==> config.mk <==
export PLATFORM = sky130hd
export DESIGN_NAME = lsbm_core
export DESIGN_NICKNAME = d
export VERILOG_FILES = /design/src/lsbm_core.v
export VERILOG_INCLUDE_DIRS = /design/src
export SDC_FILE = /design/constraint.sdc
export NUM_CORES = 1
export LEC_CHECK = 0
export ABC_AREA = 0
export CAP_MARGIN = 40
export CORE_AREA = 5 5 178 249
export CTS_CLUSTER_SIZE = 14
export DETAILED_ROUTE_END_ITERATION = 12
export DIE_AREA = 0 0 183 254
export DONT_BUFFER_PORTS = 1
export GPL_TIMING_DRIVEN = 0
export PLACE_DENSITY = 0.67
export SYNTH_ARGS = -nofsm -noshare
export SYNTH_HDL_FRONTEND = slang
export SYNTH_SLANG_ARGS = --single-unit
==> constraint.sdc <==
create_clock -name i_mclk -period 13.07 [get_ports i_mclk]
set_input_delay 3.2675 -clock i_mclk [delete_from_list [all_inputs] [get_ports i_mclk]]
set_output_delay 3.2675 -clock i_mclk [all_outputs]
set_load 0.005 [all_outputs]
==> src/lsbm_defines.vh <==
`ifndef LSBM_DEFINES_VH
`define LSBM_DEFINES_VH
`define LSBM_INSTR_ALIGN_MASK 2'h0
`define LSBM_FMT_IMM 2'h0
`define LSBM_FMT_JUMP 2'h1
`define LSBM_FMT_REG 2'h2
`define LSBM_OP_SPECIAL 6'h00
`define LSBM_OP_REGIMM 6'h01
`define LSBM_OP_JUMP 6'h02
`define LSBM_OP_JUMP_LINK 6'h03
`define LSBM_OP_BEQ 6'h04
`define LSBM_OP_BNE 6'h05
`define LSBM_OP_BLEZ 6'h06
`define LSBM_OP_BGTZ 6'h07
`define LSBM_OP_BEQ_LIKELY 6'h14
`define LSBM_OP_BNE_LIKELY 6'h15
`define LSBM_OP_BLEZ_LIKELY 6'h16
`define LSBM_OP_BGTZ_LIKELY 6'h17
`define LSBM_OP_SPECIAL2 6'h1C
`define LSBM_OP_LOAD_LINKED 6'h30
`define LSBM_OP_STORE_COND 6'h38
`define LSBM_FN_REG_JUMP 6'h08
`define LSBM_FN_REG_JUMP_LINK 6'h09
`define LSBM_FN_READ_HIGH 6'h10
`define LSBM_FN_READ_LOW 6'h12
`define LSBM_FN_MULT 6'h18
`define LSBM_FN_MULTU 6'h19
`define LSBM_FN_DIV 6'h1A
`define LSBM_FN_UNSIGNED_DIVIDE 6'h1B
`define LSBM_FN2_MADD 6'h00
`define LSBM_FN2_MADDU 6'h01
`define LSBM_FN2_MUL_GPR 6'h02
`define LSBM_FN2_MSUB 6'h04
`define LSBM_FN2_MSUBU 6'h05
`define LSBM_FN2_CLZ 6'h20
`define LSBM_FN2_CLO 6'h21
`define LSBM_LINK_REG 5'h1F
`define LSBM_SIZE_WORD 2'h3
`define LSBM_SIZE_TRIPLE 2'h2
`define LSBM_SIZE_HALF 2'h1
`define LSBM_SIZE_BYTE 2'h0
`define LSBM_MD_NONE 3'h0
`define LSBM_MD_ACC 3'h1
`define LSBM_MD_GPR 3'h2
`define LSBM_MD_DIV 3'h3
`define LSBM_MD_READ 3'h4
`define LSBM_MD_COUNT 3'h5
`define LSBM_LAT_SHORT 6'h03
`define LSBM_LAT_LONG 6'h04
`define LSBM_REP_SHORT 6'h02
`define LSBM_REP_LONG 6'h03
`define LSBM_STALL_SHORT 6'h01
`define LSBM_STALL_LONG 6'h02
`define LSBM_DIV_CYCLES 6'h24
`define LSBM_LOAD_USE_WAIT 6'h01
`endif

==> src/lsbm_core.v <==
// Operation
// [RULE1] one aligned 32-bit word per instruction
// [RULE2] decode immediate, jump and register layouts
// [RULE3] address is base plus signed 16-bit offset
// [RULE4] interlock dependent instruction right after load
// [RULE5] address names lowest-order byte always
// [RULE6] size codes word3 triple2 half1 byte0
// [RULE7] misaligned size/address raises address error
// [RULE8] lowest byte is msb lane when big-endian
// [RULE9] product reads wait for muldiv completion
// [RULE10] multiply latency 3/4, reissue 2/3
// [RULE11] multiply to register also stalls 1/2
// [RULE12] divide latency and reissue 36 cycles
// [RULE13] leading count single cycle, no stall
// [RULE14] one delay slot after every transfer
// [RULE15] jump target is pc top plus target
// [RULE16] register jump takes register contents
// [RULE17] branch target is slot plus offset
// [RULE18] untaken likely branch nullifies delay slot
// [RULE19] linking transfers write return address
`include "lsbm_defines.vh"
module lsbm_core (
  input wire i_mclk,
  input wire i_srst,
  input wire i_instr_valid,
  input wire [31:0] i_instr,
  input wire [31:0] i_pc,
  input wire [31:0] i_rs_val,
  input wire [31:0] i_rt_val,
  input wire i_big_endian,
  output reg o_ready,
  output reg o_exec,
  output reg [31:0] o_exec_pc,
  output reg [1:0] o_format,
  output reg o_fetch_err,
  output reg o_nullified,
  output reg o_mem_valid,
  output reg o_mem_store,
  output reg [31:0] o_mem_addr,
  output reg [1:0] o_mem_size,
  output reg [3:0] o_mem_lanes,
  output reg o_addr_err,
  output reg o_redirect,
  output reg [31:0] o_target,
  output reg o_link_we,
  output reg [4:0] o_link_reg,
  output reg [31:0] o_link_data,
  output reg o_md_start,
  output reg o_hilo_read,
  output reg o_hilo_sel_high,
  output reg o_count_valid,
  output reg [5:0] o_count_value
);

  function [1:0] f_format;
    input [31:0] w;
    begin
      if (w[31:26] == `LSBM_OP_SPECIAL || w[31:26] == `LSBM_OP_SPECIAL2) begin
        f_format = `LSBM_FMT_REG;
      end else if (w[31:26] == `LSBM_OP_JUMP || w[31:26] == `LSBM_OP_JUMP_LINK) begin
        f_format = `LSBM_FMT_JUMP;
      end else begin
        f_format = `LSBM_FMT_IMM;
      end
    end
  endfunction

  // loads 0x20-0x26 and 0x30, stores 0x28-0x2B, 0x2E and 0x38
  function f_is_load;
    input [31:0] w;
    begin
      f_is_load = (w[31:29] == 3'h4 && w[28:26] != 3'h7) || w[31:26] == `LSBM_OP_LOAD_LINKED;
    end
  endfunction

  function f_is_store;
    input [31:0] w;
    begin
      f_is_store = (w[31:29] == 3'h5 && w[28:27] != 2'h2 && w[28:26] != 3'h7) ||
                   w[31:26] == `LSBM_OP_STORE_COND;
    end
  endfunction

  function [1:0] f_size;
    input [31:0] w;
    begin
      if (w[31:26] == `LSBM_OP_LOAD_LINKED || w[31:26] == `LSBM_OP_STORE_COND) begin
        f_size = `LSBM_SIZE_WORD;
      end else begin
        case (w[27:26])
          2'h0: f_size = `LSBM_SIZE_BYTE;
          2'h1: f_size = `LSBM_SIZE_HALF;
          2'h2: f_size = `LSBM_SIZE_TRIPLE;
          default: f_size = `LSBM_SIZE_WORD;
        endcase
      end
    end
  endfunction

  function f_addr_ok;
    input [1:0] size;
    input [1:0] a;
    begin
      case (size)
        `LSBM_SIZE_WORD: f_addr_ok = (a == 2'h0);
        `LSBM_SIZE_TRIPLE: f_addr_ok = (a[1] == 1'b0);
        `LSBM_SIZE_HALF: f_addr_ok = (a[0] == 1'b0);
        default: f_addr_ok = 1'b1;
      endcase
    end
  endfunction

  // little-endian mask from the lowest byte upward; big-endian mirrors it
  function [3:0] f_lanes;
    input [1:0] size;
    input [1:0] a;
    input big;
    reg [3:0] m;
    begin
      m = 4'h0;
      case (size)
        `LSBM_SIZE_WORD: m = 4'hF;
        `LSBM_SIZE_TRIPLE: m = 4'h7;
        `LSBM_SIZE_HALF: m = 4'h3;
        default: m = 4'h1;
      endcase
      m = m << a;
      f_lanes = big ? {m[0], m[1], m[2], m[3]} : m;
    end
  endfunction

  function [2:0] f_md_kind;
    input [31:0] w;
    begin
      f_md_kind = `LSBM_MD_NONE;
      if (w[31:26] == `LSBM_OP_SPECIAL) begin
        case (w[5:0])
          `LSBM_FN_MULT, `LSBM_FN_MULTU: f_md_kind = `LSBM_MD_ACC;
          `LSBM_FN_DIV, `LSBM_FN_UNSIGNED_DIVIDE: f_md_kind = `LSBM_MD_DIV;
          `LSBM_FN_READ_HIGH, `LSBM_FN_READ_LOW: f_md_kind = `LSBM_MD_READ;
          default: f_md_kind = `LSBM_MD_NONE;
        endcase
      end else if (w[31:26] == `LSBM_OP_SPECIAL2) begin
        case (w[5:0])
          `LSBM_FN2_MADD, `LSBM_FN2_MADDU, `LSBM_FN2_MSUB, `LSBM_FN2_MSUBU:
            f_md_kind = `LSBM_MD_ACC;
          `LSBM_FN2_MUL_GPR: f_md_kind = `LSBM_MD_GPR;
          `LSBM_FN2_CLZ, `LSBM_FN2_CLO: f_md_kind = `LSBM_MD_COUNT;
          default: f_md_kind = `LSBM_MD_NONE;
        endcase
      end
    end
  endfunction

  function f_short;
    input [31:0] v;
    begin
      f_short = (v[31:15] == 17'h00000) || (v[31:15] == 17'h1FFFF);
    end
  endfunction

  function [5:0] f_dec;
    input [5:0] v;
    begin
      f_dec = (v == 6'h00) ? 6'h00 : v - 6'h01;
    end
  endfunction

  function [5:0] f_max;
    input [5:0] a;
    input [5:0] b;
    begin
      f_max = (a > b) ? a : b;
    end
  endfunction

  function [5:0] f_lead;
    input [31:0] v;
    input ones;
    integer k;
    reg done;
    begin
      f_lead = 6'h00;
      done = 1'b0;
      for (k = 31; k >= 0; k = k - 1) begin
        if (!done && v[k] == ones) begin
          f_lead = f_lead + 6'h01;
        end else begin
          done = 1'b1;
        end
      end
    end
  endfunction

  reg [31:0] ins_q, pc_q, rs_q, rt_q;
  reg pend_q, null_q;
  reg [5:0] wait_q, lat_q, rep_q;

  wire take = i_instr_valid & o_ready;
  wire exec_now = pend_q & (wait_q == 6'h00);
  wire bad_fetch = (pc_q[1:0] != `LSBM_INSTR_ALIGN_MASK); // see [RULE1]
  wire eff = exec_now & ~null_q & ~bad_fetch;

  wire [5:0] h_op = ins_q[31:26];
  wire [5:0] h_fn = ins_q[5:0];
  wire [4:0] h_rt = ins_q[20:16];
  wire [2:0] h_kind = f_md_kind(ins_q);
  wire h_short = f_short(rs_q) & f_short(rt_q);
  wire [31:0] slot_pc = pc_q + 32'h00000004;
  wire [31:0] sext_imm = {{16{ins_q[15]}}, ins_q[15:0]};

  wire [31:0] ea = rs_q + sext_imm; // see [RULE3] [RULE5]
  wire [1:0] h_size = f_size(ins_q); // see [RULE6]
  wire h_mem = f_is_load(ins_q) | f_is_store(ins_q);

  wire rs_zero = (rs_q == 32'h00000000);
  wire is_regimm = (h_op == `LSBM_OP_REGIMM) & (h_rt[3:2] == 2'h0);
  wire is_cmp_br = (h_op[5:3] == 3'h0 && h_op[2] == 1'b1) || (h_op[5:2] == 4'h5);
  wire is_branch = is_regimm | is_cmp_br;
  wire is_likely = is_regimm ? h_rt[1] : h_op[4];
  reg br_taken;
  always @* begin
    case (h_op[1:0])
      2'h0: br_taken = (rs_q == rt_q);
      2'h1: br_taken = (rs_q != rt_q);
      2'h2: br_taken = rs_q[31] | rs_zero;
      default: br_taken = ~rs_q[31] & ~rs_zero;
    endcase
    if (is_regimm) begin
      br_taken = h_rt[0] ? ~rs_q[31] : rs_q[31];
    end
  end
  wire is_jdir = (h_op == `LSBM_OP_JUMP) | (h_op == `LSBM_OP_JUMP_LINK);
  wire is_jreg = (h_op == `LSBM_OP_SPECIAL) &
                 ((h_fn == `LSBM_FN_REG_JUMP) | (h_fn == `LSBM_FN_REG_JUMP_LINK));
  wire is_link = (h_op == `LSBM_OP_JUMP_LINK) | (is_regimm & h_rt[4]) |
                 (is_jreg & (h_fn == `LSBM_FN_REG_JUMP_LINK));

  reg [31:0] tgt;
  always @* begin
    if (is_jdir) begin
      tgt = {slot_pc[31:28], ins_q[25:0], 2'h0}; // see [RULE15]
    end else if (is_jreg) begin
      tgt = rs_q; // see [RULE16]
    end else begin
      tgt = slot_pc + {sext_imm[29:0], 2'h0}; // see [RULE17]
    end
  end

  // next-cycle muldiv timers; a new operation reloads them as it executes
  wire md_go = eff & ((h_kind == `LSBM_MD_ACC) | (h_kind == `LSBM_MD_GPR) |
                      (h_kind == `LSBM_MD_DIV));
  wire is_div = (h_kind == `LSBM_MD_DIV);
  wire [5:0] lat_d = md_go ? (is_div ? `LSBM_DIV_CYCLES : // see [RULE12]
                     (h_short ? `LSBM_LAT_SHORT : `LSBM_LAT_LONG)) : f_dec(lat_q); // see [RULE10]
  wire [5:0] rep_d = md_go ? (is_div ? `LSBM_DIV_CYCLES :
                     (h_short ? `LSBM_REP_SHORT : `LSBM_REP_LONG)) : f_dec(rep_q); // see [RULE10]
  wire [5:0] post = (eff & (h_kind == `LSBM_MD_GPR)) ?
                    (h_short ? `LSBM_STALL_SHORT : `LSBM_STALL_LONG) : 6'h00; // see [RULE11]

  // the instruction executing now is the one right before the one being taken
  wire [2:0] n_kind = f_md_kind(i_instr);
  wire n_md = (n_kind == `LSBM_MD_ACC) | (n_kind == `LSBM_MD_GPR) | (n_kind == `LSBM_MD_DIV);
  wire load_use = eff & f_is_load(ins_q) & (h_rt != 5'h00) &
                  ((i_instr[25:21] == h_rt) | (i_instr[20:16] == h_rt));
  wire [5:0] w_load = load_use ? `LSBM_LOAD_USE_WAIT : 6'h00; // see [RULE4]
  wire [5:0] w_read = (n_kind == `LSBM_MD_READ) ? f_dec(lat_d) : 6'h00; // see [RULE9]
  wire [5:0] w_rep = n_md ? f_dec(rep_d) : 6'h00;
  // count ops stay out of the muldiv timers; they wait only on a load-use or multiply-to-register stall
  wire [5:0] new_wait = f_max(f_max(w_load, post), f_max(w_read, w_rep)); // see [RULE13]

  wire pend_d = take | (pend_q & ~exec_now);
  wire [5:0] wait_d = take ? new_wait : f_dec(wait_q);

  always @(posedge i_mclk) begin
    if (i_srst) begin
      ins_q <= 32'h00000000;
      pc_q <= 32'h00000000;
      rs_q <= 32'h00000000;
      rt_q <= 32'h00000000;
      pend_q <= 1'b0;
      null_q <= 1'b0;
      wait_q <= 6'h00;
      lat_q <= 6'h00;
      rep_q <= 6'h00;
      o_ready <= 1'b0;
    end else begin
      if (take) begin
        ins_q <= i_instr;
        pc_q <= i_pc;
        rs_q <= i_rs_val;
        rt_q <= i_rt_val;
      end
      pend_q <= pend_d;
      wait_q <= wait_d;
      lat_q <= lat_d;
      rep_q <= rep_d;
      o_ready <= ~(pend_d & (wait_d != 6'h00));
      if (eff & is_branch & is_likely & ~br_taken) begin
        null_q <= 1'b1; // see [RULE18]
      end else if (exec_now) begin
        null_q <= 1'b0;
      end
    end
  end

  always @(posedge i_mclk) begin
    if (i_srst) begin
      o_exec <= 1'b0;
      o_exec_pc <= 32'h00000000;
      o_format <= `LSBM_FMT_IMM;
      o_fetch_err <= 1'b0;
      o_nullified <= 1'b0;
      o_mem_valid <= 1'b0;
      o_mem_store <= 1'b0;
      o_mem_addr <= 32'h00000000;
      o_mem_size <= `LSBM_SIZE_BYTE;
      o_mem_lanes <= 4'h0;
      o_addr_err <= 1'b0;
      o_redirect <= 1'b0;
      o_target <= 32'h00000000;
      o_link_we <= 1'b0;
      o_link_reg <= 5'h00;
      o_link_data <= 32'h00000000;
      o_md_start <= 1'b0;
      o_hilo_read <= 1'b0;
      o_hilo_sel_high <= 1'b0;
      o_count_valid <= 1'b0;
      o_count_value <= 6'h00;
    end else begin
      o_exec <= exec_now;
      o_fetch_err <= exec_now & bad_fetch; // see [RULE1]
      o_nullified <= exec_now & null_q; // see [RULE18]
      if (exec_now) begin
        o_exec_pc <= pc_q;
        o_format <= f_format(ins_q); // see [RULE2]
        o_mem_addr <= ea;
        o_mem_size <= h_size;
        o_mem_lanes <= f_lanes(h_size, ea[1:0], i_big_endian); // see [RULE8]
        o_target <= tgt;
        o_link_reg <= (is_jreg) ? ins_q[15:11] : `LSBM_LINK_REG;
        o_link_data <= slot_pc + 32'h00000004; // see [RULE19]
        o_hilo_sel_high <= (h_fn == `LSBM_FN_READ_HIGH);
        o_count_value <= f_lead(rs_q, h_fn[0]); // see [RULE13]
      end
      o_mem_valid <= eff & h_mem & f_addr_ok(h_size, ea[1:0]);
      o_mem_store <= eff & f_is_store(ins_q);
      o_addr_err <= eff & h_mem & ~f_addr_ok(h_size, ea[1:0]); // see [RULE7]
      // the delay slot comes from the fetcher as the next taken instruction
      o_redirect <= eff & (is_jdir | is_jreg | (is_branch & br_taken)); // see [RULE14]
      o_link_we <= eff & is_link; // see [RULE19]
      o_md_start <= md_go;
      o_hilo_read <= eff & (h_kind == `LSBM_MD_READ);
      o_count_valid <= eff & (h_kind == `LSBM_MD_COUNT);
    end
  end

endmodule

* After elaboration in Yosys (flattened, before gate mapping)
Cells that the tools add are included.
** Word-level totals
- Word-level logic and storage cells :: 559
- Bits in registers :: 308
- Input bits :: 132
- Output and inout port bits :: 160
** Operators by class
- Shift operators :: 1
- $lt $le $gt $ge :: 3
- Add/sub/neg operators :: 40
- Bitwise gates (word level) :: 56
- Equality and inequality tests :: 90
- Mux-type cells :: 234
- Reductions and logical operators :: 104
** Operator list (count)
- 2-to-1 mux 6 bit :: 107
- adder 6 x 1 -> 6 bit, second input constant :: 31
- 2-to-1 mux 1 bit :: 103
- equality test 6 x 5 -> 1 bit, second input constant :: 14
- adder 32 x 3 -> 32 bit, second input constant :: 2
- adder 32 bit :: 2
- 2-to-1 mux 32 bit :: 2
- zero test 6 bit :: 9
- equality test 6 bit, second input constant :: 6
- case mux 3 bit (3 select lines) :: 4
- logical AND 1 bit :: 35
- equality test 17 bit, second input constant :: 2
- zero test 17 bit :: 2
- equality test 1 bit :: 32
- equality test 32 bit :: 1
- zero test 32 bit :: 1
- inequality test 32 bit :: 1
- bitwise AND 1 bit :: 31
- zero test 1 bit :: 31
- subtractor 6 x 1 -> 6 bit, second input constant :: 5
- equality test 6 x 2 -> 1 bit, second input constant :: 4
- equality test 6 x 3 -> 1 bit, second input constant :: 4
- equality test 6 x 1 -> 1 bit, second input constant :: 3
- OR reduction 2 bit :: 8
- 30 further kinds :: 88

* Logic depth before layout (Yosys ltp)
- Depth in word-level cells :: 157
- Mapped depth :: 75
- Mapped depth without buffers :: 69

* Worst setup path after synthesis
Ideal clock, no wire load.
- Path kind :: reg2reg
- Start :: reg ins_q[0]
- End :: reg o_count_value[5]
- Path slack :: -0.357 ns
- Cell stages (with the launch flop) :: 71
- Path buffers :: 6
- Data arrival time :: 13.310 ns
- Cell sequence :: dfxtp_1 -> buf_4 -> buf_2 -> buf_2 -> buf_2 -> buf_1 -> clkbuf_1 -> or2_2 -> o21bai_1 -> ha_1 -> and4b_1 -> a211oi_1 -> ha_1 -> a21o_1 -> ha_1 -> mux2i_1 -> a21oi_1 -> ha_1 -> (+35 left out) -> mux2i_1 -> mux2i_1 -> mux2_2 -> o21a_1 -> ha_1 -> mux2i_1 -> a21oi_1 -> ha_1 -> mux2_2 -> ha_1 -> nand2_1 -> xor2_1 -> xnor2_1 -> nand3b_1 -> nand2b_1 -> o21ai_1 -> xnor3_1 -> a22o_1
** Between the ends
- Word-level cells in the longest chain between the ends :: 157
** Ends and longest elaborated chain
- start, declared :: RTL line lsbm_core.v:195 : reg [31:0] ins_q, pc_q, rs_q, rt_q;
- start signal, assigned :: RTL line lsbm_core.v:289 : ins_q <= i_instr;
- parallel branches: the longest is 156 deep, another holds adder 6 x 1 -> 6 bit
- 2-to-1 mux 6 bit * :: RTL line lsbm_core.v:186 : if (!done && v[k] == ones) begin
- end signal, assigned :: RTL line lsbm_core.v:344 : o_count_value <= f_lead(rs_q, h_fn[0]);
- end, declared :: RTL line lsbm_core.v:52 : output reg [5:0] o_count_value
Every way passes the cells marked *. The select of a mux whose other input is x is not followed.
A chain may end at the register's enable or synchronous reset.

* Worst setup path after layout
Ends and elaborated chain as after synthesis.

==> flow_metrics.py <==
metrics = {
    "clock_tree": {
        "clock_latency_ns": 0.59,
        "clock_sinks": 305,
        "root_buffer": "clkbuf_16",
        "clockBufferDepth": 3,
        "clkTransAtPathRegs_ns": 0.07,
        "cts_inserted_buffers": 31,
        "ctsHtreeMaxLevel": 1,
        "cts_tree": "built",
        "postCtsHoldBufs": 0,
    },
    "global_route": {
        "antenna_found_initial": 3,
        "grt_usage": 0.325,
        "grt_pass1_vias": 20300,
        "grt_max_degree": 35,
        "grt_overflow": 0,
        "grt_first_pass_wirelength_um": 118000,
    },
    "timing": {
        "relSlewSlack": 0.331,
        "post-route-min-period_ns": 12.84,
        "skew_ns": 0.0255,
        "tightest_slew_ns": 1.00,
        "drv_slew": 0,
        "fmax_mhz": 77.9,
        "hold_viol": 0,
        "finalCritPeriodShare": 0.982,
        "grt_setup_unrepaired": "true",
        "setup_viol": 0,
    },
    "worst_setup_path": {
        "crit_buf_inv": 5,
        "endpoint_kind": "flop",
        "cp.depth": 67,
        "worstPathRequired_ns": 13.54,
        "crit_family": "adder cells",
        "cp_max_fo": 5,
        "slowest_delay_ns": 0.39,
        "rrSetupSlack_ns": 0.23,
        "r2r_end": "o_count_value[5]$_SDFFE_PP0P_",
        "critPathArrivalTime_ns": 13.31,
        "critPathKind": "reg2reg",
        "worstReg2RegStart": "ins_q[0]$_SDFFE_PP0P_",
        "crit_path_start_kind": "flop",
        "cpMaxStageDelayCell": "dfxtp_4",
        "worst-r2r-cell-count": 67,
    },
    "final_layout": {
        "final_net_count": 3147,
        "layout.cells.most_common_list": "601 x nand2_1, 360 x a21oi_1, 302 x dfxtp_1",
        "final_cells": 3472,
        "layout_commonest_cell": "nand2_1",
        "drive_gt1_frac": 0.0739,
        "syn_to_final_growth_pct": 12.8,
        "finalInstanceArea_mm2": 0.0233,
    },
    "die": {
        "rows": 89,
        "io_pins": 292,
        "start_util": 0.496,
        "core_mm2": 0.0418,
        "die_area_mm2": 0.0465,
        "die_width_um": 183,
        "fp.dieH_um": 254,
    },
    "detailed_routing": {
        "avgRoutedWirePerCell_um": 23.1,
        "drc": 0,
        "first_iter_violations": 1418,
        "ant_nets": 0,
        "vias": 20800,
        "finalWirelength_um": 80100,
        "via_per_inst": 5.99,
        "firstDrtPassIters": 8,
    },
    "power": {
        "finalPower_w": 0.00647,
        "peakVddDrop_mv": 0.208,
        "power_leakage_nw": 8.87,
        "p_per_area_mw_per_mm2": 277,
    },
    "synthesis": {
        "ys_async_sr_fraction": 0,
        "synth.cell_area_mm2": 0.0207,
        "syn_area_per_cell_um2": 7.34,
        "synth_nets": 3063,
        "synth_edf_count": 0,
        "synth_seq_cells": 305,
        "synthDistinctLibCells": 87,
        "synth_top_flop_cell": "dfxtp_1",
        "postSynthCellCount": 2820,
        "ys_seq_area_frac": 0.295,
        "ys_warn_count": 0,
    },
    "worst_hold_path": {
        "min_from": "rt_q[0]$_SDFFE_PP0P_",
        "holdPathEnd": "rt_q[0]$_SDFFE_PP0P_",
        "worstHoldPathCells": 2,
        "hold_class": "reg2reg",
    },
    "placement": {
        "dpl.cell_count": 3375,
        "placed_area_mm2": 0.0215,
        "dpl.hpwl_um": 63700,
        "gp_congestion": 0.965,
        "port-buffer-count": 0,
    },
    "job": {
        "maxCapViolCount": 0,
    },
    "run_status": {
        "status": "complete, no violations",
    },
}
-- cells in the mapped netlist (15+ instances only) --
library cell	number	share of area
dfxtp_1	305	0.30
inv_1	88	0.016
a211oi_1	15	0.0054
mux2i_1	27	0.013
nor3_1	72	0.017
o21a_1	18	0.0065
o21bai_1	27	0.0098
and2_1	24	0.0073
xnor2_1	126	0.053
nand4_1	31	0.0094
and3_1	21	0.0063
nand2b_1	21	0.0063
nor2_1	185	0.034
o211ai_1	52	0.019
nor2b_1	24	0.0073
nand2_1	605	0.11
a21o_1	22	0.0080
a31oi_1	19	0.0057
ha_1	109	0.066
xor2_1	95	0.040
o21ai_0	69	0.017
a21oi_1	365	0.088
clkbuf_1	151	0.027
nor4_1	35	0.011
nand3_1	63	0.015
or3_1	21	0.0063
-- layer usage --
metal	vias up	wire [um]	GRT usage	part of all wire
met2	785	39600	0.581	0.49
li1	9981	-	-	-
met1	9797	28100	0.339	0.35
met4	0	6310	0.216	0.079
met5	-	0	0	0
met3	246	6130	0.0736	0.077
-- worst max-delay path by stage --
stage,endpoint,from,slack (ns)
floorplan,o_count_value[5]$_SDFFE_PP0P_,ins_q[0]$_SDFFE_PP0P_,0.01
global placement,o_count_value[5]$_SDFFE_PP0P_,ins_q[0]$_SDFFE_PP0P_,-2.27
detailed placement,o_count_value[5]$_SDFFE_PP0P_,ins_q[0]$_SDFFE_PP0P_,-2.55
CTS,o_count_value[4]$_SDFFE_PP0P_,ins_q[0]$_SDFFE_PP0P_,0.01
global route,o_count_value[5]$_SDFFE_PP0P_,ins_q[0]$_SDFFE_PP0P_,-0.25
finish,o_count_value[5]$_SDFFE_PP0P_,ins_q[0]$_SDFFE_PP0P_,0.23
-- cells by family after synthesis --
| logic type | after synthesis | share of synthesized area |
|---|---|---|
| buf+inv | 258 | 0.0480 |
| xor+xnor | 235 | 0.108 |
| simple gates | 1169 | 0.255 |
| flops | 305 | 0.295 |
| mux | 40 | 0.0201 |
| fa+ha+maj | 111 | 0.0678 |
| compound gates | 702 | 0.206 |
-- final cells by class --
class / instances / area [um^2]
Fill cell: 4058 / 18400
Multi-Input combinational cell: 2257 / 14000
Sequential cell: 305 / 6110
Clock buffer: 39 / 856
Buffer: 166 / 691
Tap cell: 546 / 683
Timing Repair Buffer: 55 / 477
Inverter: 88 / 330
Clock inverter: 14 / 171
Antenna cell: 2 / 5.00
-- report_power, final --
| part | switching (W) | total, W | internal [W] |
|---|---|---|---|
| clock | 0.000400 | 0.000922 | 0.000522 |
| combinational | 0.00243 | 0.00440 | 0.00196 |
| sequential | 0.000125 | 0.00115 | 0.00102 |
-- stage by stage --
step | setup TNS [ns] | hold slack [ns] | util | worst slack, ns
finish | 0 | 0.468 | 0.559 | 0.231
global route | -0.475 | 0.491 | 0.559 | -0.254
CTS | 0 | 0.469 | 0.551 | 0.0118
detailed placement | -10.57 | 0.461 | 0.515 | -2.55
global placement | -9.30 | 0.459 | 0.512 | -2.27
floorplan | 0 | 0.436 | - | 0.0144
-- worst reg2reg max path, delay by kind of cell (launching register included) --
family                     cells  cell delay [ns]
adders and majority gates     14             3.70
AOI/OAI and AO/OA             16             2.42
and+or+nand+nor               14             2.11
xor gates and xnor gates       3             0.63
buffers and inverters          5             0.72
DFF                            1             0.39
muxes                         15             2.77
-- repair_timing --
item / CTS / global route
endpoints found under the hold margin: 0 / 0
setup buffers: 22 / 24
endpoints found under the setup margin: 5 / 5
resized for setup: 64 / 46
cloned: 0 / 0
pin swaps: 33 / 40
No activity file was read; power rests on OpenSTA's default activity.
